===== src/common/pirt_pkg.sv =====
// What this block does
// - rate writes ignored while feature enabled
// - hold sixteen-bit periodic rate value
// - autonomous clock timeout is 2*(rate+1) periods
// - bus clock timeout is 2*(rate+1) periods
// - factory test writes only in special mode
// - offset enable bit gates thermal trim bits
// - thermal trim bits binary weighted offset
// - load thermal trim from flash after reset
// - oscillator trim writes only while unlocked
// - trim write under pll clears lock status
// - upper four trim bits coarse adjust
// - lower six trim bits fine adjust
// - load oscillator trim from flash after reset
// - four-bit temperature coefficient trim field
// - setting feature enable starts the timer
// - timeout sets flag; write one clears
// - clock select zero autonomous, one bus
//
// package: register map, field layout, reset values and carriers of
// the periodic interrupt timer and clock-unit trim block.
// assumes an 8-bit register port and a flash loader on the core clock.
package pirt_pkg;
	localparam int          ADDR_W           = 16;
	localparam int          DATA_W           = 8;
	// register byte offsets
	localparam logic [15:0] OFF_CTL          = 16'h02F2;
	localparam logic [15:0] OFF_RATE_HI      = 16'h02F4;
	localparam logic [15:0] OFF_RATE_LO      = 16'h02F5;
	localparam logic [15:0] OFF_TEST         = 16'h02F6;
	localparam logic [15:0] OFF_THERM        = 16'h02F7;
	localparam logic [15:0] OFF_OSC_HI       = 16'h02F8;
	localparam logic [15:0] OFF_OSC_LO       = 16'h02F9;
	localparam logic [15:0] OFF_IRQ_STAT     = 16'h02FA;
	localparam logic [15:0] OFF_IRQ_CLR      = 16'h02FB;
	localparam logic [15:0] OFF_IRQ_EN       = 16'h02FC;
	// control register fields
	localparam int          CTL_CLK_SEL_BIT  = 7;
	localparam int          CTL_ENABLE_BIT   = 2;
	localparam int          CTL_FLAG_BIT     = 0;
	// thermal trim register fields
	localparam int          THERM_EN_BIT     = 7;
	// oscillator trim high register fields
	localparam int          OSC_TC_LSB       = 4;
	// interrupt status bits
	localparam int          IRQ_W            = 2;
	localparam int          IRQ_TIMEOUT_BIT  = 0;
	localparam int          IRQ_REFUSED_BIT  = 1;
	// reset values
	localparam logic [15:0] RATE_RST         = 16'h0000;
	localparam logic [7:0]  TEST_RST         = 8'h00;
	localparam logic [3:0]  THERM_TRIM_RST   = 4'hF;
	localparam logic [9:0]  OSC_FREQ_RST     = 10'h3FF;
	localparam logic [3:0]  OSC_TC_RST       = 4'hF;
	// factory trim word delivered by the flash loader
	typedef struct packed {
		logic [3:0] thermal_trim;
		logic [3:0] tempco_trim;
		logic [9:0] freq_trim;
	} pirt_flash_s;
	// oscillator trim outputs
	typedef struct packed {
		logic [3:0] tempco;
		logic [3:0] coarse;
		logic [5:0] fine;
	} pirt_osc_trim_s;
endpackage


===== src/core/pirt_core.sv =====
// core: periodic wake-up timer with rate, clock select and flag,
// thermal offset trim, factory test byte and oscillator trims.
// assumes lock, pll select, special mode and flash data come from
// core-clock logic; the autonomous clock arrives on a free pin.
`timescale 1ns/1ps
`default_nettype none
module pirt_core (
	input  wire logic                        i_core_clk,
	input  wire logic                        i_rstn,
	input  wire logic [pirt_pkg::ADDR_W-1:0] i_addr,
	input  wire logic [pirt_pkg::DATA_W-1:0] i_wdata,
	input  wire logic                        i_wr,
	input  wire logic                        i_rd,
	output logic      [pirt_pkg::DATA_W-1:0] o_rdata,
	input  wire logic                        i_aclk,
	input  wire logic                        i_clock_config_lock,
	input  wire logic                        i_pll_clock_select,
	input  wire logic                        i_special_mode,
	input  wire logic                        i_flash_valid,
	input  wire pirt_pkg::pirt_flash_s       i_flash,
	output logic                             o_trim_loaded,
	output logic                             o_timeout,
	output logic                             o_period_elapsed_flag,
	output logic                             o_irq,
	output logic                             o_lock_status_clear,
	output logic [7:0]                       o_factory_test,
	output logic                             o_thermal_offset_enable,
	output logic [3:0]                       o_thermal_offset,
	output pirt_pkg::pirt_osc_trim_s         o_osc_trim
);
	import pirt_pkg::*;

	logic [15:0]       rate_q;
	logic              clk_sel_q;
	logic              enable_q;
	logic              flag_q;
	logic [7:0]        test_q;
	logic              therm_en_q;
	logic [3:0]        therm_trim_q;
	logic [9:0]        freq_q;
	logic [3:0]        tc_q;
	logic [IRQ_W-1:0]  stat_q;
	logic [IRQ_W-1:0]  ien_q;
	logic              load_pend_q;
	logic              aclk_s1_q;
	logic              aclk_s2_q;
	logic              aclk_s3_q;
	logic [16:0]       cnt_q;
	logic              timeout_q;
	logic              lock_clr_q;
	logic              irq_q;
	logic [7:0]        rdata_q;
	logic [3:0]        therm_out_q;
	logic              wr_ctl;
	logic              wr_rate_hi;
	logic              wr_rate_lo;
	logic              wr_test;
	logic              wr_therm;
	logic              wr_osc_hi;
	logic              wr_osc_lo;
	logic              wr_osc;
	logic              osc_ok;
	logic              osc_refused;
	logic              flash_take;
	logic              tick;
	logic [16:0]       term;
	logic              term_hit;
	logic [IRQ_W-1:0]  events;

	// write decode
	assign wr_ctl      = i_wr && (i_addr == OFF_CTL);
	assign wr_rate_hi  = i_wr && (i_addr == OFF_RATE_HI);
	assign wr_rate_lo  = i_wr && (i_addr == OFF_RATE_LO);
	assign wr_test     = i_wr && (i_addr == OFF_TEST);
	assign wr_therm    = i_wr && (i_addr == OFF_THERM);
	assign wr_osc_hi   = i_wr && (i_addr == OFF_OSC_HI);
	assign wr_osc_lo   = i_wr && (i_addr == OFF_OSC_LO);
	assign wr_osc      = wr_osc_hi || wr_osc_lo;
	assign osc_ok      = wr_osc && !i_clock_config_lock;
	assign osc_refused = wr_osc && i_clock_config_lock;
	assign flash_take  = load_pend_q && i_flash_valid;

	// autonomous clock pin synchroniser and edge history
	always_ff @(posedge i_core_clk) begin
		if (!i_rstn) begin
			aclk_s1_q <= 1'b0;
			aclk_s2_q <= 1'b0;
			aclk_s3_q <= 1'b0;
		end else begin
			aclk_s1_q <= i_aclk;
			aclk_s2_q <= aclk_s1_q;
			aclk_s3_q <= aclk_s2_q;
		end
	end

	// timer tick: every bus cycle or each rising autonomous edge
	assign tick = clk_sel_q ? 1'b1 : (aclk_s2_q && !aclk_s3_q);
	// last count of a period, 2*(rate+1) ticks in all
	assign term     = {rate_q, 1'b1};
	assign term_hit = enable_q && tick && (cnt_q == term);

	// control register: clock select frozen while enabled, and also
	// refused by the very write that sets enable
	always_ff @(posedge i_core_clk) begin
		if (!i_rstn) begin
			clk_sel_q <= 1'b0;
			enable_q  <= 1'b0;
		end else if (wr_ctl) begin
			if (!enable_q && !i_wdata[CTL_ENABLE_BIT]) begin
				clk_sel_q <= i_wdata[CTL_CLK_SEL_BIT];
			end
			enable_q <= i_wdata[CTL_ENABLE_BIT];
		end
	end

	// periodic rate, byte-wise, only while the timer is disabled
	always_ff @(posedge i_core_clk) begin
		if (!i_rstn) begin
			rate_q <= RATE_RST;
		end else if (!enable_q) begin
			if (wr_rate_hi) begin
				rate_q[15:8] <= i_wdata;
			end
			if (wr_rate_lo) begin
				rate_q[7:0] <= i_wdata;
			end
		end
	end

	// period counter, restarts from zero at each timeout
	always_ff @(posedge i_core_clk) begin
		if (!i_rstn) begin
			cnt_q <= 17'h00000;
		end else if (!enable_q) begin
			cnt_q <= 17'h00000;
		end else if (term_hit) begin
			cnt_q <= 17'h00000;
		end else if (tick) begin
			cnt_q <= cnt_q + 17'h00001;
		end
	end

	// period elapsed flag: write one clears, a new timeout wins
	always_ff @(posedge i_core_clk) begin
		if (!i_rstn) begin
			flag_q <= 1'b0;
		end else if (term_hit) begin
			flag_q <= 1'b1;
		end else if (wr_ctl && i_wdata[CTL_FLAG_BIT]) begin
			flag_q <= 1'b0;
		end
	end

	// timeout pulse out
	always_ff @(posedge i_core_clk) begin
		if (!i_rstn) begin
			timeout_q <= 1'b0;
		end else begin
			timeout_q <= term_hit;
		end
	end

	// factory test byte, writable in special mode only
	always_ff @(posedge i_core_clk) begin
		if (!i_rstn) begin
			test_q <= TEST_RST;
		end else if (wr_test && i_special_mode) begin
			test_q <= i_wdata;
		end
	end

	// flash load pending from reset until the loader delivers
	always_ff @(posedge i_core_clk) begin
		if (!i_rstn) begin
			load_pend_q <= 1'b1;
		end else if (i_flash_valid) begin
			load_pend_q <= 1'b0;
		end
	end

	// thermal trim: flash load beats a software write
	always_ff @(posedge i_core_clk) begin
		if (!i_rstn) begin
			therm_en_q   <= 1'b0;
			therm_trim_q <= THERM_TRIM_RST;
		end else if (flash_take) begin
			therm_trim_q <= i_flash.thermal_trim;
		end else if (wr_therm) begin
			therm_en_q   <= i_wdata[THERM_EN_BIT];
			therm_trim_q <= i_wdata[3:0];
		end
	end

	// offset out: binary weighted code, forced to zero when disabled
	always_ff @(posedge i_core_clk) begin
		if (!i_rstn) begin
			therm_out_q <= 4'h0;
		end else begin
			therm_out_q <= therm_en_q ? therm_trim_q : 4'h0;
		end
	end

	// oscillator trims: flash load first, then unlocked writes
	always_ff @(posedge i_core_clk) begin
		if (!i_rstn) begin
			freq_q <= OSC_FREQ_RST;
			tc_q   <= OSC_TC_RST;
		end else if (flash_take) begin
			freq_q <= i_flash.freq_trim;
			tc_q   <= i_flash.tempco_trim;
		end else if (osc_ok) begin
			if (wr_osc_hi) begin
				tc_q        <= i_wdata[OSC_TC_LSB+3:OSC_TC_LSB];
				freq_q[9:8] <= i_wdata[1:0];
			end else begin
				freq_q[7:0] <= i_wdata;
			end
		end
	end

	// lock and oscillator-up clear request on accepted pll writes
	always_ff @(posedge i_core_clk) begin
		if (!i_rstn) begin
			lock_clr_q <= 1'b0;
		end else begin
			lock_clr_q <= osc_ok && i_pll_clock_select;
		end
	end

	// sticky interrupt status: set beats clear in the same cycle
	assign events = {osc_refused, term_hit};
	always_ff @(posedge i_core_clk) begin
		if (!i_rstn) begin
			stat_q <= '0;
		end else if (i_wr && (i_addr == OFF_IRQ_CLR)) begin
			stat_q <= (stat_q & ~i_wdata[IRQ_W-1:0]) | events;
		end else begin
			stat_q <= stat_q | events;
		end
	end

	// interrupt enable and level output
	always_ff @(posedge i_core_clk) begin
		if (!i_rstn) begin
			ien_q <= '0;
			irq_q <= 1'b0;
		end else begin
			if (i_wr && (i_addr == OFF_IRQ_EN)) begin
				ien_q <= i_wdata[IRQ_W-1:0];
			end
			irq_q <= |(stat_q & ien_q);
		end
	end

	// read data stand for the single cycle after the strobe
	always_ff @(posedge i_core_clk) begin
		if (!i_rstn) begin
			rdata_q <= 8'h00;
		end else if (!i_rd) begin
			rdata_q <= 8'h00;
		end else begin
			unique case (i_addr)
				OFF_CTL:      rdata_q <= {clk_sel_q, 4'h0, enable_q,
				                         1'b0, flag_q};
				OFF_RATE_HI:  rdata_q <= rate_q[15:8];
				OFF_RATE_LO:  rdata_q <= rate_q[7:0];
				OFF_TEST:     rdata_q <= test_q;
				OFF_THERM:    rdata_q <= {therm_en_q, 3'h0, therm_trim_q};
				OFF_OSC_HI:   rdata_q <= {tc_q, 2'h0, freq_q[9:8]};
				OFF_OSC_LO:   rdata_q <= freq_q[7:0];
				OFF_IRQ_STAT: rdata_q <= {6'h00, stat_q};
				OFF_IRQ_EN:   rdata_q <= {6'h00, ien_q};
				default:      rdata_q <= 8'h00; // unmapped and write-only
			endcase
		end
	end

	// outputs straight from flops
	assign o_rdata                 = rdata_q;
	assign o_trim_loaded           = !load_pend_q;
	assign o_timeout               = timeout_q;
	assign o_period_elapsed_flag   = flag_q;
	assign o_irq                   = irq_q;
	assign o_lock_status_clear     = lock_clr_q;
	assign o_factory_test          = test_q;
	assign o_thermal_offset_enable = therm_en_q;
	assign o_thermal_offset        = therm_out_q;
	assign o_osc_trim              = {tc_q, freq_q[9:6], freq_q[5:0]};
endmodule
`default_nettype wire


===== config.mk =====
export PLATFORM = sky130hd
export DESIGN_NAME = pirt_core
export DESIGN_NICKNAME = d
export VERILOG_FILES = /design/src/common/pirt_pkg.sv /design/src/core/pirt_core.sv
export SDC_FILE = /design/constraint.sdc
export NUM_CORES = 1
export LEC_CHECK = 0
export BUFFER_PORTS_ARGS = -buffer_cell sky130_fd_sc_hd__buf_2
export CAP_MARGIN = 20
export CELL_PAD_IN_SITES_DETAIL_PLACEMENT = 1
export CELL_PAD_IN_SITES_GLOBAL_PLACEMENT = 1
export CORE_ASPECT_RATIO = 0.75
export CORE_MARGIN = 5
export CORE_UTILIZATION = 41
export CTS_CLUSTER_SIZE = 30
export DETAILED_ROUTE_END_ITERATION = 12
export GPL_ROUTABILITY_DRIVEN = 0
export HOLD_SLACK_MARGIN = 0.1
export MAX_ROUTING_LAYER = met4
export PLACE_DENSITY = 0.86
export SLEW_MARGIN = 25
export SYNTH_ARGS = -nofsm -noshare
export SYNTH_HDL_FRONTEND = slang
export SYNTH_SLANG_ARGS = --single-unit

===== constraint.sdc =====
create_clock -name i_core_clk -period 2.5 [get_ports i_core_clk]
set_input_delay 0.125 -clock i_core_clk [delete_from_list [all_inputs] [get_ports i_core_clk]]
set_output_delay 0.125 -clock i_core_clk [all_outputs]
set_load 0.01 [all_outputs]

== Yosys cells after proc, flatten, opt, wreduce, memory -nomap -nowiden ==
Cells that the tools add are included.
Storage, ports and cells
  input port bits: 51
  word-level logic and storage cells: 97
  register bits: 86
  output and inout bits: 40
Operators by class
  $add $sub $neg: 1
  reductions and logical operators: 39
  bitwise logic cells: 8
  equal/unequal tests: 12
  muxes and demuxes: 14
Operators by type and width (count)
  $eq A16 B10 Y1 const B: 10
  $pmux W8 S9: 1
  $mux W10: 2
  $mux W4: 5
  $logic_and A1 B1 Y1: 19
  $add A17 B1 Y17 const B: 1
  $eq A17 B17 Y1: 1
  $reduce_and A2 Y1: 8
  $mux W8: 1
  $reduce_bool A2 Y1: 4
  $logic_not A1 Y1: 5
  $and A2 B2 Y2: 2
  $mux W2: 2
  $or A2 B2 Y2: 2
  $mux W1: 3
  $not A1 Y1: 3
  $reduce_or A3 Y1: 1
  $ne A2 B1 Y1 const B: 1
  $not A2 Y2: 1
  $reduce_or A2 Y1: 1
  $logic_or A1 B1 Y1: 1

== Logic depth before layout (Yosys ltp) ==
  word-level depth: 7
  mapped depth: 7
  mapped depth without buffers: 5

== Least setup slack after synthesis ==
Ideal clock, no wire load.
  path type: register to register
  start point: register aclk_s2_q
  end point: register cnt_q[10]
  stages on the path, launching flop included: 8
  setup slack: 712 ps
  period minus slack after synthesis: 1788 ps
  required time: 2383 ps
  arrival time: 1671 ps
  library setup time: 117 ps
  buffers on the path: 2
  cells stage by stage: dfxtp_1 -> nor2b_1 -> or2_2 -> buf_2 -> nand4_1 -> o311ai_2 -> buf_2 -> nor2_1
Between the ends
  longest elaborated chain between the ends: 5
Ends and longest elaborated chain
  from (decl): line pirt_core.sv:46  | logic aclk_s2_q;
  from (signal assigned): line pirt_core.sv:91  | aclk_s2_q <= aclk_s1_q;
  $logic_and A1 B1 Y1 (*): line pirt_core.sv:97  | assign tick = clk_sel_q ? 1'b1 : (aclk_s2_q && !aclk_s3_q);
  $mux W1 (*): line pirt_core.sv:97
  $logic_and A1 B1 Y1 (2 in a row): line pirt_core.sv:100  | assign term_hit = enable_q && tick && (cnt_q == term);
  $reduce_or A3 Y1 (no source line)
  to (signal assigned): line pirt_core.sv:139  | cnt_q <= cnt_q + 17'h00001;
  to (decl): line pirt_core.sv:48  | logic [16:0] cnt_q;
Mark *: on every way between the ends. The rest lies on a longest branch, timed or not.
A chain may end at the register's enable or synchronous reset.

== Final worst setup path ==
  start point: register cnt_q[12]
  end point: register timeout_q (netlist: o_timeout)
Between the ends
  longest elaborated chain between the ends: 2
Ends and longest elaborated chain
  $eq A17 B17 Y1: line pirt_core.sv:100
  $logic_and A1 B1 Y1: line pirt_core.sv:100
  to (signal assigned): line pirt_core.sv:159  | timeout_q <= term_hit;
  to (decl): line pirt_core.sv:49  | logic timeout_q;
Every way passes these cells.

==> results.txt <==
- Result of the run: complete, no violations
* Cell accounting for the most synthesized area: dfxtp_1
- By area the synthesized netlist is led by dfxtp_1, mux2i_1, xor2_1.
* # port buffers: 90
* Number of fill cells: between 1000 and 1500
- Critical Path Fanout Max: 4
- Counting flops with an async set or reset pin after synthesis yields a share of 0%.
* Net Count, Synth: 479
- IR Drop Worst-Case VDD: 0.000473 V
* Mean number of vias per cell: 5.58
- For the pin with the worst max-slew slack, the measured transition is about 0.85 ns.
* Cells after synthesis: 427
* Initial cell density of the core: 42.6%
* Met1 layer usage reported by global route: 29.9%
- Number of hold-slack violations in the final timing report: 0
- Among all flip-flop cells after synthesis, the most frequent one is dfxtp_1.
* Clock net sink count: 86
* Kind of end point of the critical path: register
* Sequential share of the synthesized area: 41.3%
- The final critical path takes up between 70% and 80% of the cycle.
* Finished layout cell area: around 0.0053 mm²
- Area of the die: about 0.012 mm²
- Count of final max-slew check failures: 0
- Counting tap cells, the placed design contains a total of approximately 630 instances.
- Vias in the first global route: 4087
* Fraction of layout cells with a size suffix above 1: 25.0%
- Among all cell types in the netlist, the one instantiated most often is dfxtp_1.
* Clock latency at the later pin of the worst-skew pair: 0.35 ns
* Initial antenna violation count: 1
- Type of the tightest min-delay check: in -> reg
- For this run, the top clock speed supported by timing is 510 MHz.
- The critical path goes through xor2_1 -> nor4_1 -> nand3_1 -> nor3_1 -> and2_1.
- Drt total wl: 14700 µm
- Power per Cell Area: 597 mW/mm²
- Global routing consumed, on the met3 layer, 6.15% of the routing resources.
- Setup violations remaining at the end of the flow were counted as 0.
- Hold Slack: approximately 0.11 ns
- Total core area: slightly below 0.01 mm²
* Met2 usage: between 30% and 40%
- Among cell families on the critical path, the largest total delay comes from simple AND/OR/NAND/NOR gates.
- Clock transition at the register clock pins on the worst setup and hold paths after CTS: approximately 0.070 ns
- Global routing finished with a remaining overflow of 0.
* DRT iter0 DRCs: 205
- In this run the tightest slew margin relative to its limit is 43.2%.
- TritonCTS created 9 clock buffers.
- Syn Std Cell Area: between 0.004 and 0.005 mm²
- In this run, post-CTS repair resized a total of 0 instances.
- CTS H-tree depth: 3
* Combined buffer and inverter count along the critical path: 0
- Pin placement for this block handled 91 I/O pins.
- The first global-routing pass estimated 22900 µm of wire.
- Number of vias after detailed routing: approximately 3800
- For this run, design rule violations remaining after detail routing come to 0.
- The clock passes through at most 2 buffers.
- For the worst setup path, the data arrival time is 2.25 ns.
- STA puts the critical path data required time at 2.79 ns.
- Dividing the synthesized area by the synthesized cell count gives 9.76 µm².
- Measured in cells, the most critical reg-to-reg path has a length of 5.
* Width of the chip: about 130 µm
* Classification of the worst setup path: reg -> reg
- Row generation in the floorplan step produced 31 rows.
- The clock arrives with 0.0102 ns of skew.
* Count of synthesis-stage warnings from yosys: 0
- The slowest stage of the critical path is the nor3_1 cell.
* Dpl cell area: roughly 0.0047 mm²
- Routed wirelength normalized by instance count: approximately 22 µm
- The smallest clock period supported by the final layout is computed as 1.96 ns.
- The worst register-to-register path begins at cnt_q[12].
- The first TritonRoute pass finished after 4 iterations.
- In the synthesized netlist, the cells that appear most often are dfxtp_1, mux2i_1, nor2_1.
- TritonCTS built the clock tree.
- Type of origin of the critical path: register
* Number of flip-flops and latches in the synthesized netlist: 86
- Unrepaired setup endpoints after global routing: false
- Root Buffer: clkbuf_16
- Netlist cell types: 51
* Total global-route track usage: roughly 24%
- Die height: between 90 and 100 µm
- Post-layout util: 54.2%
- Hold Path End: tc_q[1]
* Depth of the worst hold-timing path: 3
- In this run, synthesis inferred 0 flip-flops with an integrated enable.
- Leak pwr: 2.19 nW
* Number of violations of the max-capacitance limit: 0
- Number of antenna-violating nets in the routed design: 0
* Maximum number of pins on one net before global-route repair: 45
- Number of buffers added for setup after CTS: 0
- Area growth from synthesis to layout: 27.2%
- The worst register-to-register path ends at o_timeout.
* Total number of nets in the final design: 588
- The layer flagged by global routing as most heavily used is met2.
* Origin of the worst setup path: cnt_q[12]
- Peak per-stage delay on the critical path: around 0.52 ns
- Internal reg-to-reg setup slack: 0.54 ns
- For the final routed database, the setup TNS stands at 0 ns.
- Top-area cell type share of the netlist area: 41.3%
- Final HPWL DP: 10100 µm
- Count of non-filler cells in the finished layout: 673
* Worst hold start: i_flash[11]
-- per-stage QoR --
step	worst slack, ns	power (W)
3_3_place_gp	0.545	0.00164
6_report	0.539	0.00316
2_1_floorplan	0.712	0.00155
5_1_grt	0.403	0.00327
4_1_cts	0.589	0.00318
3_5_place_dp	0.432	0.00165
-- layout make-up --
type	count	area (µm²)	share of cell area [%]
well taps	132	165	3.12
multi-input cells	318	2350	44.4
flip-flops and latches	86	1720	32.5
clock inverters	4	77.6	1.46
clock buffers	11	253	4.77
diodes	1	2.50	0.0472
repair buffers	118	718	13.5
inverters	3	11.3	0.212
-- worst register-to-register path: stages (launching register included) --
cell and delay (ns):
dfxtp_1 0.43, xor2_1 0.10, nor4_1 0.45, nand3_1 0.20, nor3_1 0.52, and2_1 0.20
-- layout by cell type, fill, tap and decap left out, types with 5 or more instances in the layout --
cell type | Yosys | final
buf_2 | 5 | 90
dfxtp_1 | 86 | 86
mux2i_1 | 49 | 49
nor2_1 | 40 | 40
nor2b_1 | 30 | 30
nand2_1 | 25 | 25
a21oi_1 | 24 | 24
xor2_1 | 23 | 23
dlygate4sd3_1 | 0 | 23
nand3_1 | 18 | 18
xnor2_1 | 9 | 9
and3_1 | 9 | 9
clkbuf_16 | 0 | 9
and2_1 | 7 | 7
o21ai_0 | 7 | 7
a22oi_1 | 7 | 7
nor3_1 | 6 | 6
nor4_4 | 5 | 5
nand4_1 | 5 | 5
buf_4 | 0 | 5
-- repair_timing --
| item | 4_1_cts | 5_1_grt |
|---|---|---|
| setup endpoints to repair | 0 | 0 |
| hold buffers | 23 | 0 |
| endpoints found under the hold margin | 22 | 0 |
-- cell families after synthesis --
family	Yosys count	share of synthesized area [%]
adders and majority gates	1	0.300
xor gates and xnor gates	32	6.73
buffers and inverters	23	2.22
AOI/OAI and AO/OA	60	9.52
muxes	53	13.9
and+or+nand+nor	172	26.0
DFF	86	41.3
-- flip-flops by register name (all words and copies together), names as in the netlist, 2 cells and up --
name	count
freq_q	10
o_factory_test	8
rate_q	16
therm_trim_q	4
cnt_q	17
o_thermal_offset	4
ien_q	2
tc_q	4
stat_q	2
o_rdata	8
-- how the worst max path moves through the flow --
stage	cells after the start	endpoint	slack, ns
final	5	o_timeout	0.54
after global routing	6	cnt_q[4]	0.40
after CTS	5	o_timeout	0.59
after detailed placement	6	freq_q[2]	0.43
after global placement	6	tc_q[0]	0.55
after floorplan	7	cnt_q[10]	0.71
-- layer usage --
metal,routed length (µm),share of wire (%)
met1,6230,42
met2,7090,48
met3,1040,7.1
met4,300,2.0
met5,0,0
-- where the power goes --
group          internal [W]  switching, W  total (W)
clock              0.000932      0.000570    0.00150
sequential          0.00139     0.0000196    0.00141
combinational      0.000107      0.000144   0.000251
total               0.00243      0.000734    0.00316
(Power assumes the default switching activity.)
